==> config.mk <==
export PLATFORM = sky130hd
export DESIGN_NAME = nvram_host
export DESIGN_NICKNAME = d
export VERILOG_FILES = /design/src/nvram_host_pkg.sv /design/src/nvram_host.sv
export SDC_FILE = /design/constraint.sdc
export NUM_CORES = 1
export LEC_CHECK = 0
export BUFFER_PORTS_ARGS = -buffer_cell sky130_fd_sc_hd__buf_2
export CAP_MARGIN = 20
export CORE_ASPECT_RATIO = 1.75
export CORE_MARGIN = 2
export CORE_UTILIZATION = 54
export CTS_CLUSTER_SIZE = 28
export DETAILED_ROUTE_END_ITERATION = 12
export PLACE_DENSITY_LB_ADDON = 0.3
export SLEW_MARGIN = 20
export SYNTH_ARGS = -nofsm -noshare
export SYNTH_HDL_FRONTEND = slang
export SYNTH_SLANG_ARGS = --single-unit
==> constraint.sdc <==
create_clock -name mclk -period 2.2 [get_ports mclk]
set_input_delay 0.11 -clock mclk [delete_from_list [all_inputs] [get_ports mclk]]
set_output_delay 0.11 -clock mclk [all_outputs]
set_load 0.02 [all_outputs]
==> src/nvram_host_pkg.sv <==
// package for the bytewide battery-backed sram/clock host controller
// assumes a 40 mhz mclk and a classic wishbone register port
package nvram_host_pkg;

    // clock period and documented access times, in ns
    localparam int CLK_PERIOD_NS = 25;
    localparam int ADDRESS_ACCESS_TIME_FAST = 70;
    localparam int ADDRESS_ACCESS_TIME_SLOW = 85;
    localparam int OUTPUT_ENABLE_ACCESS_TIME_FAST = 25;
    localparam int OUTPUT_ENABLE_ACCESS_TIME_SLOW = 35;
    localparam int SELECT_RELEASE_TIME_FAST = 20;
    localparam int SELECT_RELEASE_TIME_SLOW = 25;
    localparam int WRITE_PULSE_TIME_FAST = 45;
    localparam int WRITE_PULSE_TIME_SLOW = 55;
    localparam int WRITE_DATA_SETUP_FAST = 25;
    localparam int WRITE_DATA_SETUP_SLOW = 30;
    localparam int STROBE_RECOVERY_TIME = 0;

    // least times round up, never below one cycle
    function automatic int ceil_cycles(input int ns);
        int c;
        c = (ns + CLK_PERIOD_NS - 1) / CLK_PERIOD_NS;
        return (c < 1) ? 1 : c;
    endfunction

    function automatic int max2(input int a, input int b);
        return (a > b) ? a : b;
    endfunction

    localparam int CNT_W = 3;
    localparam logic [CNT_W-1:0] READ_CYC_FAST = CNT_W'(ceil_cycles(max2(
        ADDRESS_ACCESS_TIME_FAST, OUTPUT_ENABLE_ACCESS_TIME_FAST)));
    localparam logic [CNT_W-1:0] READ_CYC_SLOW = CNT_W'(ceil_cycles(max2(
        ADDRESS_ACCESS_TIME_SLOW, OUTPUT_ENABLE_ACCESS_TIME_SLOW)));
    localparam logic [CNT_W-1:0] RELEASE_CYC_FAST = CNT_W'(ceil_cycles(SELECT_RELEASE_TIME_FAST));
    localparam logic [CNT_W-1:0] RELEASE_CYC_SLOW = CNT_W'(ceil_cycles(SELECT_RELEASE_TIME_SLOW));
    localparam logic [CNT_W-1:0] WPULSE_CYC_FAST = CNT_W'(ceil_cycles(max2(
        WRITE_PULSE_TIME_FAST, WRITE_DATA_SETUP_FAST)));
    localparam logic [CNT_W-1:0] WPULSE_CYC_SLOW = CNT_W'(ceil_cycles(max2(
        WRITE_PULSE_TIME_SLOW, WRITE_DATA_SETUP_SLOW)));
    localparam logic [CNT_W-1:0] RECOVERY_CYC = CNT_W'(ceil_cycles(STROBE_RECOVERY_TIME));
    localparam logic [CNT_W-1:0] CNT_ONE = CNT_W'(1);

    // device memory map
    localparam int ADDR_W = 17;
    localparam logic [ADDR_W-1:0] CLOCK_CONTROL_BYTE = 17'h1FFF8;
    localparam logic [ADDR_W-1:0] CLOCK_BYTES_LOW = 17'h1FFF9;
    localparam logic [ADDR_W-1:0] CLOCK_BYTES_HIGH = 17'h1FFFF;

    // wishbone register byte offsets
    localparam logic [3:0] REG_ADDRESS = 4'h0;
    localparam logic [3:0] REG_WRITE_DATA = 4'h4;
    localparam logic [3:0] REG_COMMAND = 4'h8;
    localparam logic [3:0] REG_STATUS = 4'hC;

    // command register bits
    localparam int CMD_GO_BIT = 0;
    localparam int CMD_WRITE_BIT = 1;
    localparam int CMD_SLOW_BIT = 2;
    // status register fields
    localparam int STAT_BUSY_BIT = 0;
    localparam int STAT_DONE_BIT = 1;
    localparam int STAT_SLOW_BIT = 2;
    localparam int STAT_RDATA_LSB = 8;

    typedef enum {ST_IDLE, ST_RD_ACCESS, ST_RD_RELEASE, ST_WR_SETUP, ST_WR_PULSE,
        ST_WR_HOLD, ST_WR_RECOVER} phase_t;

    // pins toward the device; dqOe is low while the host drives
    typedef struct packed {
        logic ceN;
        logic oeN;
        logic weN;
        logic [ADDR_W-1:0] addr;
        logic [7:0] dqOut;
        logic dqOe;
    } sram_pins_t;

    localparam sram_pins_t PINS_IDLE = '{ceN: 1'b1, oeN: 1'b1, weN: 1'b1,
        addr: '0, dqOut: 8'h00, dqOe: 1'b1};

endpackage

==> src/nvram_host.sv <==
// host controller driving a bytewide battery-backed sram with clock bytes
// assumes pins synchronous to mclk, a classic wishbone master for software
// Functional notes
// RL1 - device keeps date and time as bcd bytes, 24-hour clock
// RL2 - device calendar handles all month lengths and leap years to 2100
// RL3 - byte 1FFF8h is the clock control byte, gating access and calibration
// RL4 - clock bytes 1FFFFh..1FFF9h are plain array cells, not the counters
// RL5 - device copies its counters into the clock bytes once per second
// RL6 - clock bytes use the same read and write cycles as any memory
// RL7 - device blocks all writes while power-fail is detected
// RL8 - write strobe high and select low means read
// RL9 - seventeen address lines pick one of 131,072 bytes
// RL10 - device drives data only while select and output enable are low
// RL11 - read data valid after latest of address, select, enable access times
// RL12 - data indeterminate until address access time even if outputs on
// RL13 - old data held briefly after address change, then indeterminate
// RL14 - device releases data within 20 or 25 ns after deselect
// RL15 - write entered when strobe and select low with address stable
// RL16 - write starts at later falling edge, ends at earlier rising edge
// RL17 - host holds address stable through the whole write
// RL18 - host returns select or strobe high for recovery before next cycle
// RL19 - host gives write data setup before write end and hold after
// RL20 - host keeps output enable high during writes
// RL21 - strobe fall turns outputs off if they were already on
// RL22 - power-fail input forces deselect, outputs off, controls ignored
`timescale 1ns/100ps
`default_nettype none

module nvram_host
    import nvram_host_pkg::*;
(
    // clock and reset
    input wire logic mclk,
    input wire logic rst_n,
    // wishbone slave
    input wire logic wb_cyc_i,
    input wire logic wb_stb_i,
    input wire logic wb_we_i,
    input wire logic [3:0] wb_adr_i,
    input wire logic [3:0] wb_sel_i,
    input wire logic [31:0] wb_dat_i,
    output logic [31:0] wb_dat_o,
    output logic wb_ack_o,
    // device pins
    output nvram_host_pkg::sram_pins_t pins,
    input wire logic [7:0] dqIn
);
    import nvram_host_pkg::*;

    typedef struct packed {
        phase_t phase;
        logic [CNT_W-1:0] cnt;
        logic [ADDR_W-1:0] address;
        logic [7:0] writeData;
        logic [7:0] readData;
        logic slowGrade;
        logic opWrite;
        logic done;
        logic ack;
        logic [31:0] rdat;
        sram_pins_t pins;
    } state_t;

    localparam state_t STATE_RESET = '{phase: ST_IDLE, cnt: '0, address: '0,
        writeData: 8'h00, readData: 8'h00, slowGrade: 1'b0, opWrite: 1'b0,
        done: 1'b0, ack: 1'b0, rdat: 32'h0000_0000, pins: PINS_IDLE};

    state_t st;
    state_t next_st;

    // byte-lane merge of a wishbone write into a stored word
    function automatic logic [31:0] merge(input logic [31:0] old, input logic [31:0] din,
        input logic [3:0] sel);
        logic [31:0] r;
        r = old;
        for (int i = 0; i < 4; i++) begin
            if (sel[i]) begin
                r[i*8 +: 8] = din[i*8 +: 8];
            end
        end
        return r;
    endfunction

    logic request;
    logic busy;
    logic [31:0] statusWord;
    logic [31:0] merged;

    assign request = wb_cyc_i && wb_stb_i && !st.ack;
    assign busy = (st.phase != ST_IDLE);

    always_comb begin
        statusWord = 32'h0000_0000;
        statusWord[STAT_BUSY_BIT] = busy;
        statusWord[STAT_DONE_BIT] = st.done;
        statusWord[STAT_SLOW_BIT] = st.slowGrade;
        statusWord[STAT_RDATA_LSB +: 8] = st.readData;
    end

    always_comb begin
        next_st = st;
        next_st.ack = request;
        merged = 32'h0000_0000;

        // register port: one wait state, unmapped reads give zero
        if (request) begin
            if (wb_adr_i == REG_ADDRESS) begin
                merged = merge(32'(st.address), wb_dat_i, wb_sel_i);
                next_st.rdat = 32'(st.address);
                if (wb_we_i && !busy) begin
                    next_st.address = merged[ADDR_W-1:0];
                end
            end else if (wb_adr_i == REG_WRITE_DATA) begin
                merged = merge(32'(st.writeData), wb_dat_i, wb_sel_i);
                next_st.rdat = 32'(st.writeData);
                if (wb_we_i && !busy) begin
                    next_st.writeData = merged[7:0];
                end
            end else if (wb_adr_i == REG_COMMAND) begin
                next_st.rdat = 32'h0000_0000;
                // a command while busy is dropped so the pins never glitch mid-cycle
                if (wb_we_i && wb_sel_i[0] && !busy) begin
                    next_st.slowGrade = wb_dat_i[CMD_SLOW_BIT];
                    if (wb_dat_i[CMD_GO_BIT]) begin
                        next_st.done = 1'b0;
                        next_st.opWrite = wb_dat_i[CMD_WRITE_BIT];
                        // clock bytes and control byte take the same cycles RL6
                        next_st.pins.addr = st.address;
                        if (wb_dat_i[CMD_WRITE_BIT]) begin
                            // address settles with strobes high, oe held high RL20
                            next_st.phase = ST_WR_SETUP;
                            next_st.pins.dqOut = st.writeData;
                            next_st.pins.dqOe = 1'b0;
                            next_st.pins.oeN = 1'b1;
                        end else begin
                            // read: strobe high, select and enable low RL8
                            next_st.phase = ST_RD_ACCESS;
                            next_st.pins.ceN = 1'b0;
                            next_st.pins.oeN = 1'b0;
                            next_st.pins.weN = 1'b1;
                            next_st.cnt = (wb_dat_i[CMD_SLOW_BIT] ? READ_CYC_SLOW :
                                READ_CYC_FAST) - CNT_ONE;
                        end
                    end
                end
            end else if (wb_adr_i == REG_STATUS) begin
                next_st.rdat = statusWord;
            end else begin
                next_st.rdat = 32'h0000_0000;
            end
        end

        case (st.phase)
            ST_IDLE: begin
            end
            ST_RD_ACCESS: begin
                // sample only once the slowest access time has passed RL11 RL12
                if (st.cnt == '0) begin
                    next_st.readData = dqIn;
                    next_st.pins.ceN = 1'b1;
                    next_st.pins.oeN = 1'b1;
                    next_st.phase = ST_RD_RELEASE;
                    next_st.cnt = (st.slowGrade ? RELEASE_CYC_SLOW : RELEASE_CYC_FAST) - CNT_ONE;
                end else begin
                    next_st.cnt = st.cnt - CNT_ONE;
                end
            end
            ST_RD_RELEASE: begin
                // let the device float the bus before we may drive it RL14
                if (st.cnt == '0) begin
                    next_st.phase = ST_IDLE;
                    next_st.done = 1'b1;
                end else begin
                    next_st.cnt = st.cnt - CNT_ONE;
                end
            end
            ST_WR_SETUP: begin
                // both strobes fall together after the address is stable RL15 RL16
                next_st.pins.ceN = 1'b0;
                next_st.pins.weN = 1'b0;
                next_st.phase = ST_WR_PULSE;
                next_st.cnt = (st.slowGrade ? WPULSE_CYC_SLOW : WPULSE_CYC_FAST) - CNT_ONE;
            end
            ST_WR_PULSE: begin
                // pulse covers both the strobe width and the data setup RL19
                if (st.cnt == '0) begin
                    next_st.pins.ceN = 1'b1;
                    next_st.pins.weN = 1'b1;
                    next_st.phase = ST_WR_HOLD;
                end else begin
                    next_st.cnt = st.cnt - CNT_ONE;
                end
            end
            ST_WR_HOLD: begin
                // data and address stay one cycle past the rising strobes RL17 RL19
                next_st.pins.dqOe = 1'b1;
                next_st.phase = ST_WR_RECOVER;
                next_st.cnt = RECOVERY_CYC - CNT_ONE;
            end
            ST_WR_RECOVER: begin
                // strobes stay high before the next cycle may start RL18
                if (st.cnt == '0) begin
                    next_st.phase = ST_IDLE;
                    next_st.done = 1'b1;
                end else begin
                    next_st.cnt = st.cnt - CNT_ONE;
                end
            end
            default: begin
                next_st = STATE_RESET;
            end
        endcase
    end

    always_ff @(posedge mclk or negedge rst_n) begin
        if (!rst_n) begin
            st <= STATE_RESET;
        end else begin
            st <= next_st;
        end
    end

    assign wb_ack_o = st.ack;
    assign wb_dat_o = st.rdat;
    assign pins = st.pins;

endmodule

`default_nettype wire

After elaboration in Yosys (flattened, before gate mapping)

Index checks and enable logic that the tools add are counted.

Add/sub/neg operators: 3
Equality and inequality tests: 30
Mux-type cells: 59
Bitwise gates (word level): 1
Reductions and logical operators: 27

Operators by type and width:

| operator              | count |
|---|---|
| $pmux W35 S6          | 1 |
| $mux W32              | 6 |
| $mux W35              | 5 |
| $mux W29              | 5 |
| $eq A32 B3 Y1 const B | 3 |
| $eq A32 B2 Y1 const B | 2 |
| $mux W61              | 1 |
| $mux W60              | 1 |
| $mux W25              | 2 |
| $mux W8               | 6 |
| $mux W17              | 2 |
| $mux W33              | 1 |
| $eq A32 B1 Y1 const B | 1 |
| $logic_not A32 Y1     | 1 |
| $ne A2 B1 Y1 const B  | 16 |
| $reduce_bool A32 Y1   | 1 |
| $mux W3               | 9 |
| $mux W16              | 1 |
| $pmux W8 S2           | 1 |
| $reduce_and A7 Y1     | 2 |
| $reduce_and A4 Y1     | 3 |
| $reduce_or A6 Y1      | 2 |
| $ne A2 B2 Y1 const B  | 5 |
| $reduce_and A5 Y1     | 2 |
| 21 further kinds      | 41 |

Register bits: 132
Input bits: 53
Output and inout bits: 62
Word-level logic and storage cells: 137

Longest topological paths before layout

Gate-level depths: netlist of run 1.

Word-level depth: 11
Mapped depth: 9
Gate-level depth less buffers: 8

Worst setup path after synthesis of run 1

Ideal clock, no wire load.

Path type: flip-flop to flip-flop
From: register st[101] (netlist name)
To: register st, in the netlist pins[17]
Library setup time: 0.136 ns
Data arrival time: 1.795 ns
Required time: 2.064 ns
Setup slack: 0.268 ns
Cell stages (with the launch flop): 10
Buffers on the path: 3
Clock period less this slack: 1.932 ns
Path through: dfrtp_1 -> buf_2 -> nor4b_4 -> and2_1 -> nand4_1 -> or2_1 -> buf_2 -> buf_6 -> nand2_1 -> a21oi_1

Word-level cells in the longest chain between the ends: 5
Elaborated cells on any way between the ends: 19
Classes of those cells: 12 x eq/ne; 1 x mux; 6 x reduce/logical

RTL lines:

| item                                                  | line              | source |
|---|---|---|
| start, declared                                       | nvram_host.sv:68  | `state_t st;` |
| start signal, assigned                                | nvram_host.sv:219 | `st <= next_st;` |
| branches (longest 5 deep; another with $eq A32 B3 Y1) | n/a               |  |

Several ways; the timed one is not identified.
A chain may end at the register's enable or synchronous reset.

Final worst setup path of run 1

From: register st[104] (netlist name)
To: register st[74] (netlist name)

Word-level cells in the longest chain between the ends: 5
Elaborated cells on any way between the ends: 18
Classes of those cells: 11 x eq/ne; 1 x mux; 6 x reduce/logical

RTL lines:

| item |
|---|
| branches (longest 5 deep; another with $eq A32 B3 Y1) |

Several ways; the timed one is not identified.

==> key figures, run 1 <==
Clocking
  • Cts bufs inserted: 17
  • Clock Path Buffers: 2
  • Worst-Skew Late Latency: 0.41 ns
  • Sink Count: 117
  • CTS tree: done
  • Root buf cell: clkbuf_16
  • CTS clk-pin slew, worst paths: 0.05 ns
  • H-Tree Depth: 4
  • Post-CTS Setup Inserts: 0

Yosys
  • Post-synthesis compound-gate area fraction: 0.103
  • Distinct cells, synth: 45
  • Largest family of logic cells by synthesized area: simple AND/OR/NAND/NOR gates
  • Main flop type after synthesis: dfrtp_1
  • Mux cell area share after synthesis: 0.0299
  • Post-synth EDFFs: 0
  • Yosys warning count: 0
  • Synthesized area per cell: 10.0 um2
  • FFs w/ async S/R, synth: 1.00
  • Post-Syn Area: 0.00527 mm2
  • Cells after Synth: 526
  • Area share of xor/xnor cells in the synthesized design: 0
  • Post-synthesis sequential area ratio: 0.557
  • #FFs+latches synth: 117
  • Adder-Cell Fraction of Synth Area: 0.00475
  • Post-Synth Simple-Gate Area: 0.191

Global routing
  • GRT overflow: 0
  • First-pass GRT wire length: 20.2 mm
  • Initial antenna violation count: 0
  • Vias in the first global route: 4224
  • Gr usage total: 0.252
  • Pin count of the biggest net entering global routing: 60

Detailed routing
  • Wire length on met3: 638 um
  • Final ANT Viol Nets: 0
  • Via count: 4102
  • Metal1 wirelength: 4.52 mm
  • Drt first pass iters: 5
  • Drt wl/cell: 16.2 um
  • # DRC: 0
  • Metal2 WL: 6.70 mm
  • DR top layer: met4
  • Vias per cell: 5.38
  • Routed WL: 12.4 mm
  • Detailed Route Iter0 Violations: 354

Timing
  • Fmax: 482 MHz
  • Slew HR: 0.631
  • Setup violations, final: 0
  • Worst-margin pin slew: 0.553 ns
  • Hold WS: 0.0197 ns
  • Period utilization: 0.943
  • Final Critical Period: 2.08 ns
  • Slew Limit Fails: 0
  • RSZ-0062 raised after global routing: false
  • Final Hold Vio Count: 0
  • Setup slack after layout: 0.124 ns
  • Worst Skew: 0.00687 ns

Worst setup path
  • Critical Path Stages: 7
  • Critical Path, Cell by Cell: nor4_2 -> nand4_1 -> or2_4 -> buf_12 -> or2_1 -> nand2_1 -> a21oi_1
  • CP Class: register to register
  • Slowest cell delay on critical path: 0.37 ns
  • Slowest stage cell, crit path: dfrtp_1
  • WP data arrival: 2.36 ns
  • Maximum fanout along the worst path: 8
  • CP endpoint kind: register
  • Flop-to-flop setup slack: 0.12 ns
  • CP startpoint kind: register
  • Reg2reg path depth: 7
  • Crit-path leading delay family: simple AND/OR/NAND/NOR gates
  • Worst Path Required: 2.48 ns
  • Buf/Inv on CP: 1

Cells and area
  • Highest-count cells in the layout ignoring fill and taps: dfrtp_1, nand2_1, buf_2, nor2_1, conb_1
  • Ratio of cells with drive above 1 in the final layout: 0.248
  • Antenna fix cells: 0
  • Multi-input logic area: 0.00192 mm2
  • P&R area growth vs syn: 24.6%
  • Commonest non-fill, non-tap cell in the layout: dfrtp_1
  • # nets final: 682
  • Register Area: 0.00293 mm2
  • Fillers: 707
  • Cell area after layout: 0.00656 mm2

Hold path
  • Hold Path Depth: 3
  • Hold Path Class: input pin to register

Outcome
  • Status: finished clean

Placement
  • Dpl ws: -0.0316 ns
  • Post-DP Area: 0.00565 mm2
  • Port buffer count: 83
  • GP Congestion: 0.908
  • HPWL Detailed: 8.38 mm

Floorplanning
  • Rows: 47
  • Initial Utilization: 0.556
  • Die area: 0.0106 mm2
  • Ports: 115
  • Die W: 78.6 um
  • Core area: 0.00947 mm2
  • Die height: 135 um

Power
  • Cell Pwr Density: 823 mW/mm2
  • VDD IR-drop max: 0.642 mV
  • Tot Pwr: 5.40 mW
  • Leakage: 3.06 nW

Run
  • Max Cap Viol: 0
==> worst min-delay path, delay by kind of cell <==
family	cells	cell delay, ns
compound gates	1	0.06
buf+inv	1	0.13
simple gates	1	0.07
==> metal layers <==
metal / GRT usage / vias up
met1: 0.275 / 2000
met2: 0.438 / 161
li1: - / 1904
met4: 0.138 / 0
met5: 0 / -
met3: 0.0668 / 37
==> what timing repair did <==
action,in CTS,in global routing
hold buffers,24,0
endpoints found under the setup margin,8,14
gates resized for setup,2,3
endpoints found under the hold margin,105,0
pin swaps,0,2
==> flip-flops by register name (all words and copies together) (netlist names) <==
signal,flops
pins,29
wb_ack_o,1
wb_dat_o,17
st,70
==> per-stage QoR <==
step | utilization | setup TNS, ns | std cells
final | 0.693 | 0 | 762
after global routing | 0.693 | 0 | 762
after CTS | 0.691 | 0 | 762
after detailed placement | 0.596 | -0.106 | 706
after global placement | 0.596 | 0 | 706
after floorplan | - | 0 | 569
==> final cells by class <==
type / count / share of cell area
Sequential cell: 117 / 0.447
Multi-Input combinational cell: 359 / 0.293
Timing Repair Buffer: 130 / 0.136
Clock buffer: 23 / 0.0728
Clock inverter: 9 / 0.0263
Tap cell: 122 / 0.0233
Inverter: 2 / 0.00114
==> worst paths after layout <==
check                       startpoint  endpoint
setup reg to reg               st[104]    st[74]
hold reg to reg               pins[27]  pins[27]
min in group asynchronous        rst_n   st[104]
setup / recovery               st[104]    st[74]
max in group asynchronous        rst_n   pins[0]
hold / removal             wb_dat_i[1]    st[82]
==> power by group <==
part	leakage [nW]	internal, mW	switching, mW
logic	1.19	0.0771	0.134
registers	1.55	2.18	0.00937
clock network	0.317	2.09	0.908
==> cell families (layout without fill, tap and decap cells) <==
| group | count (synthesis) | in the layout |
|---|---|---|
| simple gates | 211 | 211 |
| flops | 117 | 117 |
| buf+inv | 93 | 164 |
| compound gates | 87 | 87 |
| mux | 15 | 15 |
| fa+ha+maj | 2 | 2 |
| other cells | 1 | 44 |
==> cell usage after synthesis, types with 3 or more instances <==
cell / count / area, um2
dfstp_2: 4 / 105
o21ai_0: 3 / 15.0
nor2_4: 3 / 33.8
a221oi_1: 10 / 87.6
a22o_1: 3 / 26.3
a21oi_1: 42 / 210
buf_1: 3 / 11.3
mux2_2: 5 / 56.3
a22oi_1: 13 / 97.6
and2_1: 3 / 18.8
nor4_1: 7 / 43.8
nand2_1: 90 / 338
nor3_1: 15 / 75.1
or2_1: 4 / 25.0
mux2i_1: 9 / 90.1
dfrtp_1: 113 / 2830
o21ai_1: 9 / 45.0
nand4_1: 5 / 31.3
buf_4: 61 / 458
buf_2: 7 / 35.0
clkbuf_1: 18 / 67.6
and3_1: 4 / 25.0
nor2_1: 50 / 188
nand3_1: 16 / 80.1
Note: power is estimated with default switching activity, not from simulation.
==> inputs of run 2 (changes only) <==
--- a/config.mk
+++ b/config.mk
@@ -7,12 +7,13 @@
 export LEC_CHECK = 0
 export BUFFER_PORTS_ARGS = -buffer_cell sky130_fd_sc_hd__buf_2
 export CAP_MARGIN = 20
-export CORE_ASPECT_RATIO = 1.75
+export CORE_ASPECT_RATIO = 0.75
 export CORE_MARGIN = 2
 export CORE_UTILIZATION = 54
 export CTS_CLUSTER_SIZE = 28
 export DETAILED_ROUTE_END_ITERATION = 12
 export PLACE_DENSITY_LB_ADDON = 0.3
+export SETUP_SLACK_MARGIN = 0.4
 export SLEW_MARGIN = 20
 export SYNTH_ARGS = -nofsm -noshare
 export SYNTH_HDL_FRONTEND = slang
==> run 2 against run 1 <==
Sequential share of layout area shrank 3.3 points; core utilization grew 4.6 points; clock-buffer cell count grew 3; critical path type unchanged; largest power group unchanged; highest routed layer unchanged.
==> key figures, run 2 (synthesis gave the netlist of run 1 again) <==
Timing
  • Period utilization: 0.936 (-0.00720)
  • Worst-margin pin slew: 0.626 ns (+0.0729 ns)
  • Fmax: 485 MHz (+0.77%)
  • Worst Skew: 0.00761 ns (+0.000739 ns)
  • Final Critical Period: 2.06 ns (-0.0158 ns)
  • Setup violations, final: 0 (unchanged)
  • Slew HR: 0.579 (-0.0513)
  • Slew Limit Fails: 0 (unchanged)
  • Final Hold Vio Count: 0 (unchanged)
  • RSZ-0062 raised after global routing: true
  • Setup_tns: 0 ns (unchanged)

Worst setup path
  • Crit-path leading delay family: simple AND/OR/NAND/NOR gates
  • CP startpoint kind: register
  • Slowest cell delay on critical path: 0.43 ns (+0.06 ns)
  • Buf/Inv on CP: 1 (unchanged)
  • CP endpoint kind: register
  • Slowest stage cell, crit path: nor4b_4
  • Maximum fanout along the worst path: 3 (-5)
  • WP data arrival: 2.35 ns (about the same)
  • CP Class: register to register
  • Worst Path Required: 2.49 ns (about the same)
  • Critical Path, Cell by Cell: nor4b_4 -> nand4_1 -> buf_4 -> nor4_4 -> mux2_4 -> a21oi_2 -> nor2_1

Power
  • Leakage: 3.35 nW (+9.6%)
  • Sw Ratio: 0.205 (+0.0109)
  • Clock power frac: 0.522 (-0.033)
  • Tot Pwr: 5.08 mW (-6.0%)
  • VDD IR-drop max: 0.423 mV (-34%)
  • Int Power: 4.04 mW (-7.2%)
  • Net load switching power: 1.04 mW (-0.71%)
  • Cell Pwr Density: 717 mW/mm2 (-13%)
  • Reg power frac: 0.432 (+0.026)
  • Logic pwr share: 0.046 (+0.007)

Run
  • Max Cap Viol: 0 (unchanged)

Clocking
  • Cts bufs inserted: 17 (unchanged)
  • CTS clk-pin slew, worst paths: 0.05 ns (about the same)
  • Sink Count: 117 (unchanged)
  • Worst-Skew Late Latency: 0.41 ns (about the same)
  • H-Tree Depth: 4 (unchanged)
  • CTS tree: done
  • Clock Path Buffers: 2 (unchanged)
  • Root buf cell: clkbuf_16

Cells and area
  • Ratio of cells with drive above 1 in the final layout: 0.340 (+0.0920)
  • Biggest register: st
  • Max FFs per register: 70 (unchanged)
  • P&R area growth vs syn: 34.6%
  • # nets final: 702 (+2.9%)
  • Commonest non-fill, non-tap cell in the layout: dfrtp_1
  • Register Area: 0.00293 mm2 (about the same)
  • Antenna fix cells: 0 (unchanged)
  • Fillers: 627 (-11%)
  • Highest-count cells in the layout ignoring fill and taps: dfrtp_1, buf_2, nand2_1, nor2_1, conb_1
  • Multi-input logic area: 0.00221 mm2 (+15%)

Global routing
  • Gr usage total: 0.271 (+0.0187)
  • First-pass GRT wire length: 21.2 mm (+4.9%)
  • Vias in the first global route: 4097 (-3.0%)
  • Pin count of the biggest net entering global routing: 42 (-30%)
  • Initial antenna violation count: 0 (unchanged)
  • GRT overflow: 0 (unchanged)

Detailed routing
  • Drt first pass iters: 8 (+3)
  • Detailed Route Iter0 Violations: 502 (+42%)
  • Drt wl/cell: 18.5 um (+14%)
  • Via count: 4464 (+8.8%)
  • Final ANT Viol Nets: 0 (unchanged)
  • Routed WL: 14.6 mm (+18%)
  • Vias per cell: 5.65 (+5.0%)
  • # DRC: 0 (unchanged)

Floorplanning
  • Die height: 89.5 um (-34%)
  • Die area: 0.0106 mm2 (-0.21%)
  • Ports: 115 (unchanged)
  • Rows: 31 (-34%)
  • Initial Utilization: 0.550 (-0.00654)
  • Die W: 118 um (+50%)
  • Core area: 0.00958 mm2 (+1.2%)

Placement
  • GP Congestion: 0.915 (+0.83%)
  • HPWL Detailed: 8.32 mm (-0.77%)
  • Port buffer count: 83 (unchanged)

Hold path
  • Hold Path Class: input pin to asynchronous set/reset pin

Outcome
  • Status: finished clean
==> run 2: what timing repair did <==
| item | 4_1_cts | 5_1_grt |
|---|---|---|
| setup endpoints to repair | 85 | 87 |
| cloned | 5 | 0 |
| endpoints found under the hold margin | 68 | 0 |
| gates resized for setup | 42 | 45 |
| pin swaps | 17 | 30 |
| hold buffers | 27 | 0 |
| buffers inserted | 11 | 2 |
==> run 2: metal layers <==
layer / track usage / routed length, um / vias to the layer above
met3: 0.0791 / 1380 / 39
met5: 0 / 0 / -
met1: 0.368 / 6070 / 2196
li1: - / - / 1939
met2: 0.417 / 6770 / 290
met4: 0.106 / 379 / 0
==> run 2: final cells by class <==
| type | instances | share of cell area |
|---|---|---|
| sequential | 117 | 0.414 |
| multi-input combinational | 359 | 0.311 |
| timing repair buffer | 150 | 0.170 |
| clock buffer | 26 | 0.0705 |
| tap | 132 | 0.0233 |
| clock inverter | 4 | 0.00989 |
| inverter | 2 | 0.00106 |
==> run 2: power groups by stage <==
stage / logic, mW / registers, mW / clock network [mW]
global route: 0.253 / 2.19 / 2.77
global placement: 0.175 / 2.22 / 0
CTS: 0.223 / 2.19 / 2.67
floorplan: 0.0872 / 2.22 / 0
detailed placement: 0.178 / 2.23 / 0
finish: 0.231 / 2.19 / 2.65
==> run 2: metrics by stage <==
stage          instances  cell area, um2   util  setup slack, ns  hold slack [ns]
3_3_place_gp         715            5640  0.589            0.152            0.115
4_1_cts              788            6890  0.719            0.174            0.187
6_report             790            7080  0.739            0.140            0.229
3_5_place_dp         715            5640  0.589            0.119            0.118
2_1_floorplan        569            5450      -            0.312           -0.186
5_1_grt              790            7080  0.739           0.0329            0.229
==> run 2: path summary, 6_finish.rpt <==
path	from	endpoint	slack [ns]	cells after the start
worst max-delay path	st[103]	st[98]	0.14	7
worst min-delay path	rst_n	pins[8]	0.23	2
worst max register to register	st[103]	st[98]	0.14	7
worst min register to register	pins[27]	pins[27]	0.50	2
max in group asynchronous	rst_n	st[75]	1.17	3
min in group mclk	wb_sel_i[1]	st[94]	0.24	4
==> run 2: worst reg2reg max path, cell delays in order (launching register included) <==
cell	delay, ns
dfrtp_1	0.41
nor4b_4	0.43
nand4_1	0.21
buf_4	0.20
nor4_4	0.17
mux2_4	0.33
a21oi_2	0.12
nor2_1	0.06
==> inputs of run 3 (changes only) <==
--- a/config.mk
+++ b/config.mk
@@ -5,11 +5,12 @@
 export SDC_FILE = /design/constraint.sdc
 export NUM_CORES = 1
 export LEC_CHECK = 0
+export ABC_AREA = 1
 export BUFFER_PORTS_ARGS = -buffer_cell sky130_fd_sc_hd__buf_2
 export CAP_MARGIN = 20
 export CORE_ASPECT_RATIO = 0.75
 export CORE_MARGIN = 2
-export CORE_UTILIZATION = 54
+export CORE_UTILIZATION = 55
 export CTS_CLUSTER_SIZE = 28
 export DETAILED_ROUTE_END_ITERATION = 12
 export PLACE_DENSITY_LB_ADDON = 0.3
==> run 3 against run 2 <==
Clock power grew 4%; fmax shrank 2.2%; critical path depth grew 4; clock skew shrank 0.00052 ns; highest routed layer unchanged; wire length grew 10%; combinational power shrank 12%; flip-flop and latch count is the same.
==> key figures, run 3 <==
Floorplanning
  • Rows: 31 (unchanged)
  • Initial Utilization: 0.575 (+0.0251)
  • Core area: 0.00981 mm2 (+2.4%)
  • Die area: 0.0111 mm2 (+4.9%)
  • Die height: 91.7 um (+2.4%)
  • Die W: 121 um (+2.5%)
  • Ports: 115 (unchanged)

Timing
  • Fmax: 475 MHz (-2.2%)
  • Slew Limit Fails: 0 (unchanged)
  • Slew HR: 0.663 (+0.0832)
  • Setup violations, final: 0 (unchanged)
  • Final Hold Vio Count: 0 (unchanged)
  • RSZ-0062 raised after global routing: true
  • Period utilization: 0.957 (+0.0210)
  • Worst-margin pin slew: 0.501 ns (-0.125 ns)
  • Final Critical Period: 2.11 ns (+0.0461 ns)
  • Setup_tns: 0 ns (unchanged)
  • Worst Skew: 0.00708 ns (-0.000524 ns)

Cells and area
  • Max FFs per register: 70 (unchanged)
  • Register Area: 0.00293 mm2 (about the same)
  • Biggest register: st
  • Multi-input logic area: 0.00238 mm2 (+7.9%)
  • Fillers: 633 (+0.96%)
  • # nets final: 836 (+19%)
  • Highest-count cells in the layout ignoring fill and taps: nand2_1, dfrtp_1, buf_2, nor2_1, nand3_1
  • Ratio of cells with drive above 1 in the final layout: 0.289 (-0.0513)
  • P&R area growth vs syn: 32.7%
  • Commonest non-fill, non-tap cell in the layout: nand2_1
  • Fin util: 0.763 (+0.0233)
  • Antenna fix cells: 0 (unchanged)

Power
  • Sw Ratio: 0.208 (+0.00274)
  • Net load switching power: 1.07 mW (+2.7%)
  • Leakage: 3.96 nW (+18%)
  • Int Power: 4.08 mW (+0.95%)
  • Clock power frac: 0.535 (+0.013)
  • Reg power frac: 0.426 (-0.006)
  • Cell Pwr Density: 688 mW/mm2 (-4.1%)
  • VDD IR-drop max: 0.563 mV (+33%)
  • Logic pwr share: 0.039 (-0.007)

Detailed routing
  • Final ANT Viol Nets: 0 (unchanged)
  • Drt wl/cell: 17.4 um (-5.7%)
  • Drt first pass iters: 8 (unchanged)
  • # DRC: 0 (unchanged)
  • Detailed Route Iter0 Violations: 623 (+24%)
  • Via count: 5105 (+14%)
  • Routed WL: 16.1 mm (+10%)
  • Vias per cell: 5.52 (-2.2%)

Clocking
  • Worst-Skew Late Latency: 0.42 ns (about the same)
  • Sink Count: 117 (unchanged)
  • Cts bufs inserted: 17 (unchanged)
  • Root buf cell: clkbuf_16
  • H-Tree Depth: 4 (unchanged)
  • Clock Path Buffers: 2 (unchanged)
  • CTS clk-pin slew, worst paths: 0.05 ns (about the same)
  • CTS tree: done

Worst setup path
  • Worst Path Required: 2.54 ns (+0.05 ns)
  • CP endpoint: st[79]
  • Reg2reg end: st[79]
  • CP startpoint kind: register
  • Maximum fanout along the worst path: 10 (+7)
  • Reg2reg path depth: 11 (+4)
  • CP endpoint kind: register
  • Worst Setup SP: st[104]
  • Flop-to-flop setup slack: 0.09 ns (-0.05 ns)
  • WP data arrival: 2.45 ns (+0.10 ns)
  • R2r startpoint: st[104]
  • CP Class: register to register

Global routing
  • Initial antenna violation count: 0 (unchanged)
  • Gr usage total: 0.269 (-0.00171)
  • First-pass GRT wire length: 23.1 mm (+8.6%)
  • GRT overflow: 0 (unchanged)
  • Pin count of the biggest net entering global routing: 51 (+21%)
  • Vias in the first global route: 4714 (+15%)

Yosys
  • Top cell type by total area after synthesis: dfrtp_1
  • Most frequent cell after synthesis: nand2_1
  • Synthesized area per cell: 8.62 um2 (-14%)
  • Ranking of synthesized cells by instance count: nand2_1, dfrtp_1, nor2_1
  • Share of the synthesized area in the top cell type: 0.501 (-0.0356)
  • Main flop type after synthesis: dfrtp_1
  • Post-synthesis sequential area ratio: 0.520 (-0.0370)
  • FFs w/ async S/R, synth: 1.00 (unchanged)
  • Distinct cells, synth: 34 (-24%)
  • Cells after Synth: 654 (+24%)
  • Post-synth EDFFs: 0 (unchanged)
  • Yosys warning count: 0 (unchanged)
  • #FFs+latches synth: 117 (unchanged)
  • Post-Syn Area: 0.00564 mm2 (+7.1%)
  • Area contributors post-synth: dfrtp_1, nand2_1, buf_4, nand3_1, nor2_1

Hold path
  • Hold Path Class: input pin to register
  • HP Start: dqIn[4]
  • Hold Path Depth: 4

Placement
  • HPWL Detailed: 9.04 mm (+8.6%)
  • GP Congestion: 0.892 (-2.6%)
  • Port buffer count: 83 (unchanged)

Run
  • Max Cap Viol: 0 (unchanged)

Outcome
  • Status: finished clean
[run 3: what timing repair did]
action | CTS | global route
endpoints found under the setup margin | 82 | 88
hold buffers | 16 | 0
cloned | 2 | 12
pin swaps | 9 | 30
hold endpoints to repair | 52 | 0
buffers inserted | 12 | 7
gates resized for setup | 36 | 67
[run 3: layout make-up]
type	instances	area share
flip-flops and latches	117	0.392
repair buffers	147	0.167
clock inverters	3	0.00869
well taps	132	0.0221
multi-input cells	458	0.318
inverters	40	0.0227
clock buffers	27	0.0699
[run 3: worst max-delay path: stages (launching register included)]
cell and delay, ns:
dfrtp_1 0.42, inv_1 0.09, nand2_1 0.07, nor3_1 0.41, nand2_2 0.10, a21oi_2 0.14, nor2_1 0.06, nand2_2 0.15
buf_12 0.17, clkbuf_16 0.16, nand4_1 0.11, nand2_1 0.14
[run 3: metrics by stage]
stage               cell area, um2  hold slack, ns  std cells  setup WS [ns]  total power, mW
CTS                           6980          0.0123        905          0.311             5.13
floorplan                     5800          -0.186        697          0.476             2.31
global placement              5940          0.0778        845          0.115             2.39
global route                  7480          0.0225        924         0.0229             5.27
detailed placement            5940          0.0834        845         0.0773             2.40
finish                        7480         0.00758        924         0.0941             5.15
[run 3: worst min path at each step]
| stage | to | slack, ns |
|---|---|---|
| 6_report | st[69] | 0.008 |
| 5_1_grt | st[75] | 0.02 |
| 4_1_cts | st[97] | 0.01 |
| 3_5_place_dp | st[105] | 0.08 |
| 3_3_place_gp | st[108] | 0.08 |
| 2_1_floorplan | pins[10] | -0.19 |
[run 3: kinds of logic after synthesis]
| kind of cell | share of synthesized area |
|---|---|
| and+or+nand+nor | 0.277 |
| buffers and inverters | 0.131 |
| DFF | 0.520 |
| AOI/OAI and AO/OA | 0.0674 |
| adders and majority gates | 0.00444 |
| other | 0.000665 |
[run 3: layer usage]
metal / vias up / wire [um] / global-route usage / part of all wire
met4: 0 / 405 / 0.0872 / 0.025
li1: 2293 / - / - / -
met2: 322 / 7970 / 0.424 / 0.50
met5: - / 0 / 0 / 0
met3: 55 / 1410 / 0.0609 / 0.087
met1: 2435 / 6300 / 0.371 / 0.39
[run 3: power groups by stage]
stage                     Combinational [mW]  Clock (mW)  Sequential, mW
after global routing                   0.226        2.85            2.19
after floorplan                       0.0888           0            2.22
after global placement                 0.165           0            2.23
after CTS                              0.194        2.75            2.19
after detailed placement               0.169           0            2.23
final                                  0.203        2.75            2.19
